File: config.mk
export PLATFORM = sky130hd
export DESIGN_NAME = arx_top
export DESIGN_NICKNAME = d
export VERILOG_FILES = /design/src/verilog/arx_sync.v /design/src/verilog/arx_queue.v /design/src/verilog/arx_top.v
export VERILOG_INCLUDE_DIRS = /design/src /design/src/verilog
export SDC_FILE = /design/constraint.sdc
export NUM_CORES = 1
export LEC_CHECK = 0
export BUFFER_PORTS_ARGS = -buffer_cell sky130_fd_sc_hd__buf_2
export CAP_MARGIN = 30
export CORE_UTILIZATION = 30
export DETAILED_ROUTE_END_ITERATION = 6
export PLACE_DENSITY = 0.57
export SLEW_MARGIN = 20
export SYNTH_ARGS = -nofsm -noshare
export SYNTH_HDL_FRONTEND = slang
export SYNTH_HIERARCHICAL = 1
export SYNTH_SLANG_ARGS = --single-unit
export TNS_END_PERCENT = 100
File: constraint.sdc
create_clock -name core_clk_in -period 4.8 [get_ports core_clk_in]
set_input_delay 0 -clock core_clk_in [delete_from_list [all_inputs] [get_ports core_clk_in]]
set_output_delay 0 -clock core_clk_in [all_outputs]
set_load 0.01 [all_outputs]
File: src/verilog/arx_map.vh
`ifndef ARX_MAP_VH
`define ARX_MAP_VH

// ============================================================
// Register offsets (3-bit register address)
`define ARX_OFF_RCV_STAT    3'h0
`define ARX_OFF_RCV_DATA    3'h1
`define ARX_OFF_BAUD_CTL    3'h2
`define ARX_OFF_DIV_LO      3'h3
`define ARX_OFF_DIV_HI      3'h4
`define ARX_OFF_TX_STAT     3'h5
`define ARX_OFF_IRQ_CTL     3'h6

// ============================================================
// receive_status_control fields
`define ARX_RS_PORT_EN      7
`define ARX_RS_NINE_SEL     6
`define ARX_RS_SINGLE       5
`define ARX_RS_CONT_EN      4
`define ARX_RS_ADDR_DET     3
`define ARX_RS_FRAME_ERR    2
`define ARX_RS_OVERRUN      1
`define ARX_RS_NINTH        0

// ============================================================
// baud_control and transmit_status_control fields
`define ARX_BC_IDLE         6
`define ARX_BC_WIDE         3
`define ARX_TS_SYNC         4
`define ARX_TS_HIGH         2
`define ARX_TS_EMPTY        1

// ============================================================
// Own receive interrupt register fields
`define ARX_IC_IRQ_EN       0
`define ARX_IC_PEND         1

// ============================================================
// Reset values
`define ARX_RST_CTL         5'h00
`define ARX_RST_BYTE        8'h00
`define ARX_RST_LINE        1'b1

// ============================================================
// Oversampling timing (sixteen ticks per bit)
`define ARX_OVS_LAST        4'hf
`define ARX_OVS_VOTE        4'h9
`define ARX_SLOW_PRE_LAST   2'h3
`define ARX_LAST_BIT8       4'h7
`define ARX_LAST_BIT9       4'h8

`endif

File: src/verilog/arx_sync.v
`timescale 1ns/1ps
`include "arx_map.vh"

// ============================================================
// Two-stage synchroniser for the serial input pin
module arx_sync (
	// Clock and reset
	input  wire core_clk_in,
	input  wire arst_n_in,
	// Asynchronous level in, synchronised level out
	input  wire async_in,
	output wire sync_out
);
	reg stage1;
	reg stage2;

	// Idle line is high, so both stages reset high
	always @(posedge core_clk_in or negedge arst_n_in) begin
		if (!arst_n_in) begin
			stage1 <= `ARX_RST_LINE;
			stage2 <= `ARX_RST_LINE;
		end else begin
			stage1 <= async_in;
			stage2 <= stage1;
		end
	end

	assign sync_out = stage2;
endmodule // arx_sync

File: src/verilog/arx_queue.v
`timescale 1ns/1ps

// ============================================================
// Two-entry receive queue, each entry data plus tags
module arx_queue (
	// Clock and reset
	input  wire        core_clk_in,
	input  wire        arst_n_in,
	// Synchronous flush
	input  wire        clear_in,
	// Write side
	input  wire        push_in,
	input  wire [9:0]  push_data_in,
	// Read side
	input  wire        pop_in,
	output wire [9:0]  head_out,
	output wire        empty_out,
	output wire        full_out
);
	reg [9:0] mem [0:1];
	reg       wr_ptr;
	reg       rd_ptr;
	reg [1:0] count;

	assign head_out  = mem[rd_ptr];
	assign empty_out = (count == 2'h0);
	assign full_out  = (count == 2'h2);

	// Storage has no reset; pointers guard every read
	always @(posedge core_clk_in) begin
		if (push_in && !full_out) begin
			mem[wr_ptr] <= push_data_in;
		end
	end

	// Pointers and occupancy
	always @(posedge core_clk_in or negedge arst_n_in) begin
		if (!arst_n_in) begin
			wr_ptr <= 1'b0;
			rd_ptr <= 1'b0;
			count  <= 2'h0;
		end else if (clear_in) begin
			wr_ptr <= 1'b0;
			rd_ptr <= 1'b0;
			count  <= 2'h0;
		end else begin
			if (push_in && !full_out) begin
				wr_ptr <= ~wr_ptr;
			end
			if (pop_in && !empty_out) begin
				rd_ptr <= ~rd_ptr;
			end
			case ({push_in && !full_out, pop_in && !empty_out})
				2'b10: count <= count + 2'h1;
				2'b01: count <= count - 2'h1;
				default: count <= count;
			endcase
		end
	end
endmodule // arx_queue

File: src/verilog/arx_top.v
// Behaviour
// - every queued character keeps its own framing-error tag.
// - frame_error_flag shows oldest unread tag; software cannot write it.
// - reception continues after framing errors; no clearing needed.
// - reading received data pops the queue, exposing next character and tag.
// - serial port disable resets receiver, clears frame flag; receive disable keeps it.
// - a framing error alone raises no interrupt request.
// - queue holds two; third complete character while full sets overrun_flag, or is dropped unflagged if a data read pops that cycle.
// - during overrun queued characters stay readable; new ones are dropped.
// - clearing receive or port enable clears overrun; software must do so.
// - nine-bit select shifts nine data bits per character.
// - received_ninth_bit shows ninth bit of oldest unread character.
// - address detect with nine bits queues only ninth-bit-one characters.
// - in nine-bit address detect mode every queued character reads ninth bit one.
// - pending flag sets on queue load; request needs receive_irq_enable.
// - start on falling edge, recheck low mid-bit, abandon silently if high.
// - sixteen-times oversampling with majority vote at bit centre.
// - stop sample zero tags framing error, otherwise tag cleared.
// - pending flag set while receiver enabled and queue not empty.
//
// Implementation choices: the address map and the address-and-strobe port.
`timescale 1ns/1ps
`include "arx_map.vh"

module arx_top (
	// Clock and reset
	input  wire        core_clk_in,
	input  wire        arst_n_in,
	// Register port
	input  wire [2:0]  reg_addr_in,
	input  wire [7:0]  reg_wdata_in,
	input  wire        reg_wr_in,
	input  wire        reg_rd_in,
	output reg  [7:0]  reg_rdata_out,
	// Serial line
	input  wire        serial_in_pin_in,
	// Status towards the interrupt controller
	output wire        receive_pending_flag_out,
	output wire        rx_irq_req_out
);
	// ============================================================
	// Helpers
	localparam ST_IDLE  = 2'd0;
	localparam ST_START = 2'd1;
	localparam ST_DATA  = 2'd2;
	localparam ST_STOP  = 2'd3;

	// Address match, used for both write and read decode
	function reg_hit;
		input [2:0] addr;
		input [2:0] offset;
		begin
			reg_hit = (addr == offset);
		end
	endfunction

	// Two out of three majority
	function maj3;
		input [2:0] s;
		begin
			maj3 = (s[0] & s[1]) | (s[1] & s[2]) | (s[0] & s[2]);
		end
	endfunction

	// ============================================================
	// Declarations
	reg  [4:0]  rcv_ctl;          // serial_port_enable .. address_detect_enable
	reg  [7:0]  baud_divisor_low;
	reg  [7:0]  baud_divisor_high;
	reg         wide_baud_counter_select;
	reg         sync_mode;
	reg         high_speed_baud_select;
	reg         receive_irq_enable;
	reg         overrun_flag;
	reg  [1:0]  state;
	reg  [3:0]  os_cnt;
	reg  [3:0]  bit_idx;
	reg  [8:0]  receive_shift_reg;
	reg  [1:0]  votes;
	reg         line_prev;
	reg         char_done;
	reg         char_frame_error_flag;
	reg  [15:0] baud_cnt;
	reg  [1:0]  pre_cnt;
	wire        serial_port_enable;
	wire        nine_bit_receive_select;
	wire        continuous_receive_enable;
	wire        address_detect_enable;
	wire        rx_active;
	wire        line;
	wire [2:0]  vote_in;
	wire        vote;
	wire [15:0] divisor;
	wire        slow_mode;
	wire        div_wrap;
	wire        os_tick;
	wire [3:0]  last_bit;
	wire        char_ninth;
	wire [7:0]  char_data;
	wire        accept;
	wire        push;
	wire        pop;
	wire [9:0]  head;
	wire        q_empty;
	wire        q_full;
	wire        frame_error_flag;
	wire        received_ninth_bit;
	wire [7:0]  received_data_reg;

	assign serial_port_enable        = rcv_ctl[4];
	assign nine_bit_receive_select   = rcv_ctl[3];
	assign continuous_receive_enable = rcv_ctl[1];
	assign address_detect_enable     = rcv_ctl[0];

	// Receiver runs only in asynchronous mode with both enables set
	assign rx_active = serial_port_enable & continuous_receive_enable & ~sync_mode;

	// ============================================================
	// Pin synchroniser
	arx_sync u_sync (
		.core_clk_in (core_clk_in),
		.arst_n_in   (arst_n_in),
		.async_in    (serial_in_pin_in),
		.sync_out    (line)
	);

	// ============================================================
	// Oversampling tick generator
	// Low-speed eight-bit mode adds a divide by four so one tick is
	// still one sixteenth of a bit; the other modes tick every period.
	assign divisor   = wide_baud_counter_select ? {baud_divisor_high, baud_divisor_low}
	                                            : {8'h00, baud_divisor_low};
	assign slow_mode = ~high_speed_baud_select & ~wide_baud_counter_select;
	assign div_wrap  = (baud_cnt >= divisor);
	assign os_tick   = div_wrap & (~slow_mode | (pre_cnt == `ARX_SLOW_PRE_LAST));

	// Timer restarts on each start edge so the centre is well placed
	always @(posedge core_clk_in or negedge arst_n_in) begin
		if (!arst_n_in) begin
			baud_cnt <= 16'h0000;
			pre_cnt  <= 2'h0;
		end else if (!rx_active || (state == ST_IDLE)) begin
			baud_cnt <= 16'h0000;
			pre_cnt  <= 2'h0;
		end else if (div_wrap) begin
			baud_cnt <= 16'h0000;
			pre_cnt  <= pre_cnt + 2'h1;
		end else begin
			baud_cnt <= baud_cnt + 16'h0001;
		end
	end

	// ============================================================
	// Bit recovery
	// Samples at ticks 7, 8 and 9 are voted at tick 9 (bit centre)
	assign vote_in  = {votes, line};
	assign vote     = maj3(vote_in);
	assign last_bit = nine_bit_receive_select ? `ARX_LAST_BIT9 : `ARX_LAST_BIT8;

	// Character state machine; port or receive disable parks it idle
	always @(posedge core_clk_in or negedge arst_n_in) begin
		if (!arst_n_in) begin
			state             <= ST_IDLE;
			os_cnt            <= 4'h0;
			bit_idx           <= 4'h0;
			receive_shift_reg <= 9'h000;
			votes             <= 2'h3;
			line_prev         <= `ARX_RST_LINE;
			char_done         <= 1'b0;
			char_frame_error_flag         <= 1'b0;
		end else if (!rx_active) begin
			state     <= ST_IDLE;
			os_cnt    <= 4'h0;
			bit_idx   <= 4'h0;
			line_prev <= `ARX_RST_LINE;
			char_done <= 1'b0;
		end else begin
			line_prev <= line;
			char_done <= 1'b0;
			if (os_tick) begin
				votes <= {votes[0], line};
			end
			case (state)
				ST_IDLE: begin
					if (line_prev && !line) begin
						state  <= ST_START;
						os_cnt <= 4'h0;
					end
				end
				ST_START: begin
					if (os_tick) begin
						os_cnt <= os_cnt + 4'h1;
						if ((os_cnt == `ARX_OVS_VOTE) && vote) begin
							state <= ST_IDLE;
						end else if (os_cnt == `ARX_OVS_LAST) begin
							state   <= ST_DATA;
							bit_idx <= 4'h0;
						end
					end
				end
				ST_DATA: begin
					if (os_tick) begin
						os_cnt <= os_cnt + 4'h1;
						if (os_cnt == `ARX_OVS_VOTE) begin
							receive_shift_reg <= {vote, receive_shift_reg[8:1]};
						end
						if (os_cnt == `ARX_OVS_LAST) begin
							if (bit_idx == last_bit) begin
								state <= ST_STOP;
							end else begin
								bit_idx <= bit_idx + 4'h1;
							end
						end
					end
				end
				ST_STOP: begin
					// Finish at the stop centre so the next edge is not missed
					if (os_tick) begin
						os_cnt <= os_cnt + 4'h1;
						if (os_cnt == `ARX_OVS_VOTE) begin
							char_done <= 1'b1;
							char_frame_error_flag <= ~vote;
							state     <= ST_IDLE;
						end
					end
				end
				default: begin
					state <= ST_IDLE;
				end
			endcase
		end
	end

	// ============================================================
	// Character delivery
	// Eight-bit data sits in the upper shift bits after eight shifts
	assign char_ninth = nine_bit_receive_select & receive_shift_reg[8];
	assign char_data  = nine_bit_receive_select ? receive_shift_reg[7:0]
	                                            : receive_shift_reg[8:1];

	// Address filter only acts with nine-bit reception selected
	assign accept = char_done & (~address_detect_enable | ~nine_bit_receive_select
	                | char_ninth);
	assign push   = accept & ~overrun_flag & ~q_full;
	assign pop    = reg_rd_in & reg_hit(reg_addr_in, `ARX_OFF_RCV_DATA) & ~q_empty;

	// Queue entry: {framing tag, ninth bit, data}
	arx_queue u_queue (
		.core_clk_in  (core_clk_in),
		.arst_n_in    (arst_n_in),
		.clear_in     (~serial_port_enable),
		.push_in      (push),
		.push_data_in ({char_frame_error_flag, char_ninth, char_data}),
		.pop_in       (pop),
		.head_out     (head),
		.empty_out    (q_empty),
		.full_out     (q_full)
	);

	// Head of queue tags; an empty queue shows zeros
	assign frame_error_flag   = ~q_empty & head[9];
	assign received_ninth_bit = ~q_empty & head[8];
	assign received_data_reg  = head[7:0];

	// Overrun: set by a third complete character unless a data read pops that cycle, cleared by either enable
	always @(posedge core_clk_in or negedge arst_n_in) begin
		if (!arst_n_in) begin
			overrun_flag <= 1'b0;
		end else if (!serial_port_enable || !continuous_receive_enable) begin
			overrun_flag <= 1'b0;
		end else if (accept && q_full && !pop) begin
			overrun_flag <= 1'b1;
		end
	end

	// Pending level; a framing tag never adds to the request
	assign receive_pending_flag_out = serial_port_enable & continuous_receive_enable
	                                  & ~q_empty;
	assign rx_irq_req_out = receive_pending_flag_out & receive_irq_enable;

	// ============================================================
	// Register writes
	// Status bits are not stored here, so writes cannot touch them
	always @(posedge core_clk_in or negedge arst_n_in) begin
		if (!arst_n_in) begin
			rcv_ctl                  <= `ARX_RST_CTL;
			baud_divisor_low         <= `ARX_RST_BYTE;
			baud_divisor_high        <= `ARX_RST_BYTE;
			wide_baud_counter_select <= 1'b0;
			sync_mode                <= 1'b0;
			high_speed_baud_select   <= 1'b0;
			receive_irq_enable       <= 1'b0;
		end else if (reg_wr_in) begin
			if (reg_hit(reg_addr_in, `ARX_OFF_RCV_STAT)) begin
				rcv_ctl <= reg_wdata_in[`ARX_RS_PORT_EN:`ARX_RS_ADDR_DET];
			end
			if (reg_hit(reg_addr_in, `ARX_OFF_DIV_LO)) begin
				baud_divisor_low <= reg_wdata_in;
			end
			if (reg_hit(reg_addr_in, `ARX_OFF_DIV_HI)) begin
				baud_divisor_high <= reg_wdata_in;
			end
			if (reg_hit(reg_addr_in, `ARX_OFF_BAUD_CTL)) begin
				wide_baud_counter_select <= reg_wdata_in[`ARX_BC_WIDE];
			end
			if (reg_hit(reg_addr_in, `ARX_OFF_TX_STAT)) begin
				sync_mode              <= reg_wdata_in[`ARX_TS_SYNC];
				high_speed_baud_select <= reg_wdata_in[`ARX_TS_HIGH];
			end
			if (reg_hit(reg_addr_in, `ARX_OFF_IRQ_CTL)) begin
				receive_irq_enable <= reg_wdata_in[`ARX_IC_IRQ_EN];
			end
		end
	end

	// ============================================================
	// Register reads, answered one cycle after the strobe
	// Unmapped offsets and cycles without a read return zero
	always @(posedge core_clk_in or negedge arst_n_in) begin
		if (!arst_n_in) begin
			reg_rdata_out <= 8'h00;
		end else if (reg_rd_in) begin
			case (reg_addr_in)
				`ARX_OFF_RCV_STAT: reg_rdata_out <= {rcv_ctl, frame_error_flag,
				                                     overrun_flag, received_ninth_bit};
				`ARX_OFF_RCV_DATA: reg_rdata_out <= q_empty ? 8'h00 : received_data_reg;
				`ARX_OFF_BAUD_CTL: reg_rdata_out <= {1'b0, (state == ST_IDLE), 2'h0,
				                                     wide_baud_counter_select, 3'h0};
				`ARX_OFF_DIV_LO:   reg_rdata_out <= baud_divisor_low;
				`ARX_OFF_DIV_HI:   reg_rdata_out <= baud_divisor_high;
				`ARX_OFF_TX_STAT:  reg_rdata_out <= {3'h0, sync_mode, 1'b0,
				                                     high_speed_baud_select, 1'b1, 1'b0};
				`ARX_OFF_IRQ_CTL:  reg_rdata_out <= {6'h00, receive_pending_flag_out,
				                                     receive_irq_enable};
				default:           reg_rdata_out <= 8'h00;
			endcase
		end else begin
			reg_rdata_out <= 8'h00;
		end
	end
endmodule // arx_top

# Word-level counts from Yosys, hierarchy flattened

Memories as Yosys holds them, arrays and structs flattened.
Index checks and enable logic that the tools add are counted.

Flip-flop bits (word level): 82
RAM bits: 20
Input bits: 16
Output and inout port bits: 10
Memories kept: 1

$add $sub $neg: 6
$lt $le $gt $ge: 1
Equal/unequal tests: 32
Multiplexer cells: 48
Bitwise gates (word level): 34
Reduce and logical (&&, ||, !) cells: 33

Memories:

| name        | depth | width | read ports | clocked after memory_dff | wr ports | RTL line       | source |
|---|---|---|---|---|---|---|---|
| u_queue.mem | 2     | 10    | 1          | 0                        | 1        | arx_queue.v:20 | `reg [9:0] mem [0:1];` |

Operator list:

| cell                                                | number |
|---|---|
| one-hot mux 8 bit (7 select lines)                  | 1 |
| 2-to-1 mux 16 bit                                   | 3 |
| 2-to-1 mux 4 bit                                    | 11 |
| inequality test 3 bit, second input constant        | 10 |
| 2-to-1 mux 2 bit                                    | 13 |
| 2-to-1 mux 8 bit                                    | 3 |
| bitwise AND 1 bit                                   | 17 |
| adder 16 x 1 -> 16 bit, second input constant       | 1 |
| >= comparator 16 bit                                | 1 |
| one-hot mux 4 bit (2 select lines)                  | 2 |
| AND reduction 2 bit                                 | 8 |
| 2-to-1 mux 1 bit                                    | 13 |
| NOT 1 bit                                           | 12 |
| equality test 2 bit, second input constant          | 5 |
| equality test 3 bit, second input constant          | 3 |
| adder 4 x 1 -> 4 bit, second input constant         | 2 |
| equality test 4 bit, second input constant          | 2 |
| one-hot mux 2 bit (4 select lines)                  | 1 |
| AND reduction 4 bit                                 | 2 |
| AND reduction 8 bit                                 | 1 |
| zero test 1 bit                                     | 7 |
| AND reduction 7 bit                                 | 1 |
| equality test 3 x 2 -> 1 bit, second input constant | 2 |
| logical AND 1 bit                                   | 6 |
| 16 further kinds                                    | 27 |

# Logic depth before layout (Yosys ltp)

Depth in word-level cells: 10
Gate-level depth with buffers: 10
Gate-level depth less buffers: 8

# Hierarchy

The synthesis kept the hierarchy.

By module, submodules not included:

| module    | times used | cells each | area each (um^2) |
|---|---|---|---|
| arx_top   | 1          | 410        | 4330.4 |
| arx_queue | 1          | 55         | 930.9 |
| arx_sync  | 1          | 2          | 52.6 |

# Worst setup path after synthesis

No wires, ideal clock.

Path kind: register to register
Start: reg wide_baud_counter_select
End: reg receive_shift_reg[0]
Arrival: 2598 ps
Data required time: 4675 ps
Setup slack: 2077 ps
Stages on the path, launching flop included: 11
Buffers on the path: 2
Period minus slack after synthesis: 2723 ps
Cell sequence: dfrtp_1 -> clkbuf_1 -> nand2_1 -> ha_1 -> nand4_2 -> nor3_2 -> or4b_4 -> nand3_4 -> and3_4 -> buf_12 -> mux2_4

Longest elaborated chain between the ends: 6
Elaborated cells on any way between the ends: 8

Ends and longest elaborated chain:

| what                                                         | RTL line      | source |
|---|---|---|
| start, declared                                              | arx_top.v:70  | `reg wide_baud_counter_select;` |
| start signal, assigned                                       | arx_top.v:304 | `` wide_baud_counter_select <= reg_wdata_in[`ARX_BC_WIDE]; `` |
| branches (longest 4 deep; another with >= comparator 16 bit) | -             |  |
| bitwise AND 1 bit (*)                                        | arx_top.v:135 | `` assign os_tick = div_wrap & (~slow_mode \| (pre_cnt == `ARX_SLOW_PRE_LAST)); `` |
| AND reduction 4 bit (no source line) (*)                     | -             |  |
| end signal, assigned                                         | arx_top.v:205 | `receive_shift_reg <= {vote, receive_shift_reg[8:1]};` |
| end, declared                                                | arx_top.v:78  | `reg [8:0] receive_shift_reg;` |

Every way passes the cells marked *.
A chain may end at the register's enable or synchronous reset.

# Final worst setup path

Start: reg wide_baud_counter_select
End: reg state[1]

Longest elaborated chain between the ends: 7
Elaborated cells on any way between the ends: 11

Ends and longest elaborated chain:

| what                                                         | RTL line      | source |
|---|---|---|
| branches (longest 4 deep; another with >= comparator 16 bit) | -             |  |
| bitwise AND 1 bit (*)                                        | arx_top.v:135 |  |
| inequality test 3 bit (no source line)                       | -             |  |
| AND reduction 8 bit (no source line) (*)                     | -             |  |
| end signal, assigned                                         | arx_top.v:163 | `state <= ST_IDLE;` |
| end signal, assigned                                         | arx_top.v:172 | `state <= ST_IDLE;` |
| end signal, assigned                                         | arx_top.v:186 | `state <= ST_START;` |
| end, declared                                                | arx_top.v:75  | `reg [1:0] state;` |

Marks and branches as above.

==> impl_metrics.json <==
{
  "grt_max_degree": 59,
  "finalCritPeriodShare_pct": 61.7,
  "boundaryPins": 26,
  "numCtsBuffers": 9,
  "clock_path_buffers": 2,
  "critPathKind": "reg2reg",
  "arrival_ps": 3210,
  "synth_most_common_cell": "dfrtp_1",
  "vias": 3712,
  "largest_register_ffs": 20,
  "syn_area_mm2": 0.00531,
  "grt_pass1_wl_mm": 19.4,
  "critical-path-top-delay-family": "simple AND/OR/NAND/NOR gates",
  "max_slew_margin_pct": 40.4,
  "grt_pass1_vias": 3708,
  "antenna_found_initial": 0,
  "max_freq_mhz": 338,
  "grt_use_met2_pct": 22.1,
  "leakage_nw": 2.51,
  "start_kind": "flop",
  "wl_per_cell_um": 16.3,
  "n_antenna_cell": 0,
  "synth_edf_count": 20,
  "die_w_um": 135,
  "worst_pin_slew_ps": 892,
  "ys_types": 73,
  "drive_above_1_share_pct": 23.2,
  "fin_crit_ps": 2960,
  "synthTopCellsByArea": "dfrtp_1 36%, edfxtp_1 11%, mux2_2 9.1%",
  "required_ps": 5050,
  "fp.dieH_um": 135,
  "avgSynthCellArea_um2": 11.4,
  "hold_class": "in2reg",
  "clock_latency_ps": 350,
  "clkSinkCount": 102,
  "cp_max_fo": 22,
  "grt_setup_unrepaired": "no",
  "tns_ps": 0,
  "synth_seq_cells": 102,
  "netlist_instances": 467,
  "start_util_pct": 30.7,
  "cp-end-kind": "flop",
  "syn2layout_area_growth_pct": 14.4,
  "synth_top_area_share_pct": 36.3,
  "synth_top_flop_cell": "dfrtp_1",
  "crit_path_cell_trace": "nand2_1, ha_1, nand4_2, nor3_2, or4b_4, nand4_2, a31oi_1, a311oi_1",
  "async_flop_share_pct": 80.4,
  "dpl.hpwl_mm": 8.68,
  "fin_skew_ps": 8.37,
  "busiest_layer": "met2",
  "yosys-top-cells-count": "77 x dfrtp_1, 46 x nor2_1, 43 x mux2_2",
  "ant_nets": 0,
  "routed_wl_mm": 11.9,
  "drt_first_pass_iters": 5,
  "ctsHtreeMaxLevel": 3,
  "cap_viol_max_count": 0,
  "hold_viol_final": 0,
  "grt_remaining_overflow": 0,
  "drtIter0Drc": 260,
  "die-area_mm2": 0.0182,
  "power.density_mw_per_mm2": 328,
  "met1_usage_pct": 18.5,
  "cts_root_buffer": "clkbuf_16",
  "cp_common_cell": "nand4_2",
  "crit_buf_inv": 0,
  "yosys_warnings": 6,
  "finalPower_mw": 2.00,
  "cp_slowest_stage_delay_ps": 570,
  "avgViaCountPerCell": 5.09,
  "yosysTopAreaCell": "dfrtp_1",
  "place.gp.congestion": 0.811,
  "status": "complete, no violations",
  "drv_slew": 0,
  "port_buffers": 25,
  "core_region_area_mm2": 0.0173,
  "cts_tree": "built",
  "grt_use_total_pct": 13.9,
  "postCtsSetupBuffers": 0,
  "cts.clk_slew.worst_paths_ps": 70,
  "nNetsFinal": 536,
  "synth_nets": 504,
  "rows": 48,
  "seq_area_frac_synth_pct": 50.0,
  "cpMaxStageDelayCell": "dfrtp_1",
  "ir_worst_vdd_v": 0.000148,
  "drc_errors": 0,
  "setup_viol": 0,
  "use_met3_pct": 2.89
}
[through the flow]
stage / instance area, um2 / hold slack [ps] / utilization, % / setup slack [ps] / instances
detailed placement: 5680 / -56.1 / 32.8 / 1850 / 703
floorplan: 5310 / -296 / - / 2080 / 467
global placement: 5650 / 109 / 32.7 / 1970 / 702
CTS: 6080 / 60.7 / 35.1 / 1830 / 729
global route: 6080 / 104 / 35.1 / 1570 / 729
finish: 6080 / 71.0 / 35.1 / 1840 / 729
[layout make-up]
cell class	count	area, um2
Inverter	19	71.3
Fill cell	1714	11200
Clock inverter	5	58.8
Timing Repair Buffer	37	263
Multi-Input combinational cell	330	2500
Clock buffer	11	243
Sequential cell	102	2660
Tap cell	225	282
[worst min-delay path, delay by kind of cell]
family                 cells  cell delay [ps]
AO/OA/AOI/OAI              1               70
buffers and inverters      1              110
AND/OR/NAND/NOR            1              200
[placed cells by master, fill, tap and decap left out, types with 6 or more instances in the layout]
cell type,synthesis,layout
a21oi_1,17,17
and3_1,10,10
buf_2,2,24
clkbuf_16,0,9
dfrtp_1,77,77
dlygate4sd3_1,0,10
edfxtp_1,20,20
ha_1,21,21
inv_1,18,18
mux2_2,43,43
mux2_4,11,11
mux2i_1,7,7
nand2_1,31,31
nand3_1,11,11
nor2_1,46,46
nor2b_1,7,7
nor3_1,9,9
o21ai_0,14,14
or3_1,6,6
xor2_1,8,8
[path summary, 6_finish.rpt]
| path | from | to | slack, ps | cells after the start |
|---|---|---|---|---|
| worst max-delay path | wide_baud_counter_select | state[1] | 1840 | 8 |
| min in group asynchronous | arst_n_in | bit_idx[3] | 110 | 2 |
| worst min register to register | u_sync/stage1 | u_sync/sync_out | 360 | 0 |
| max in group asynchronous | arst_n_in | line_prev | 4060 | 3 |
| worst max register to register | wide_baud_counter_select | state[1] | 1840 | 8 |
| worst min-delay path | reg_rd_in | reg_rdata_out[1] | 70 | 3 |
[report_power, final]
part / switching (mW) / internal (mW) / total (mW)
Clock: 0.329 / 0.419 / 0.748
Sequential: 0.0662 / 0.935 / 1.00
Combinational: 0.133 / 0.114 / 0.247
[metal layers]
layer	wire (um)	up-vias
li1	-	1771
met1	5660	1862
met2	5610	68
met3	411	11
met4	180	0
met5	0	-
[cells by family after synthesis]
group,count (synthesis),synth area share [%]
mux,61,13.5
compound gates,77,10.0
simple gates,157,16.2
buf+inv,35,2.90
flops,102,50.0
xor+xnor,13,2.14
fa+ha+maj,22,5.13
[repair_timing]
| item | CTS | global route |
|---|---|---|
| gates resized for setup | 0 | 0 |
| hold buffers | 10 | 0 |
| endpoints found under the hold margin | 104 | 0 |
Power figures use the tool's default switching activity.
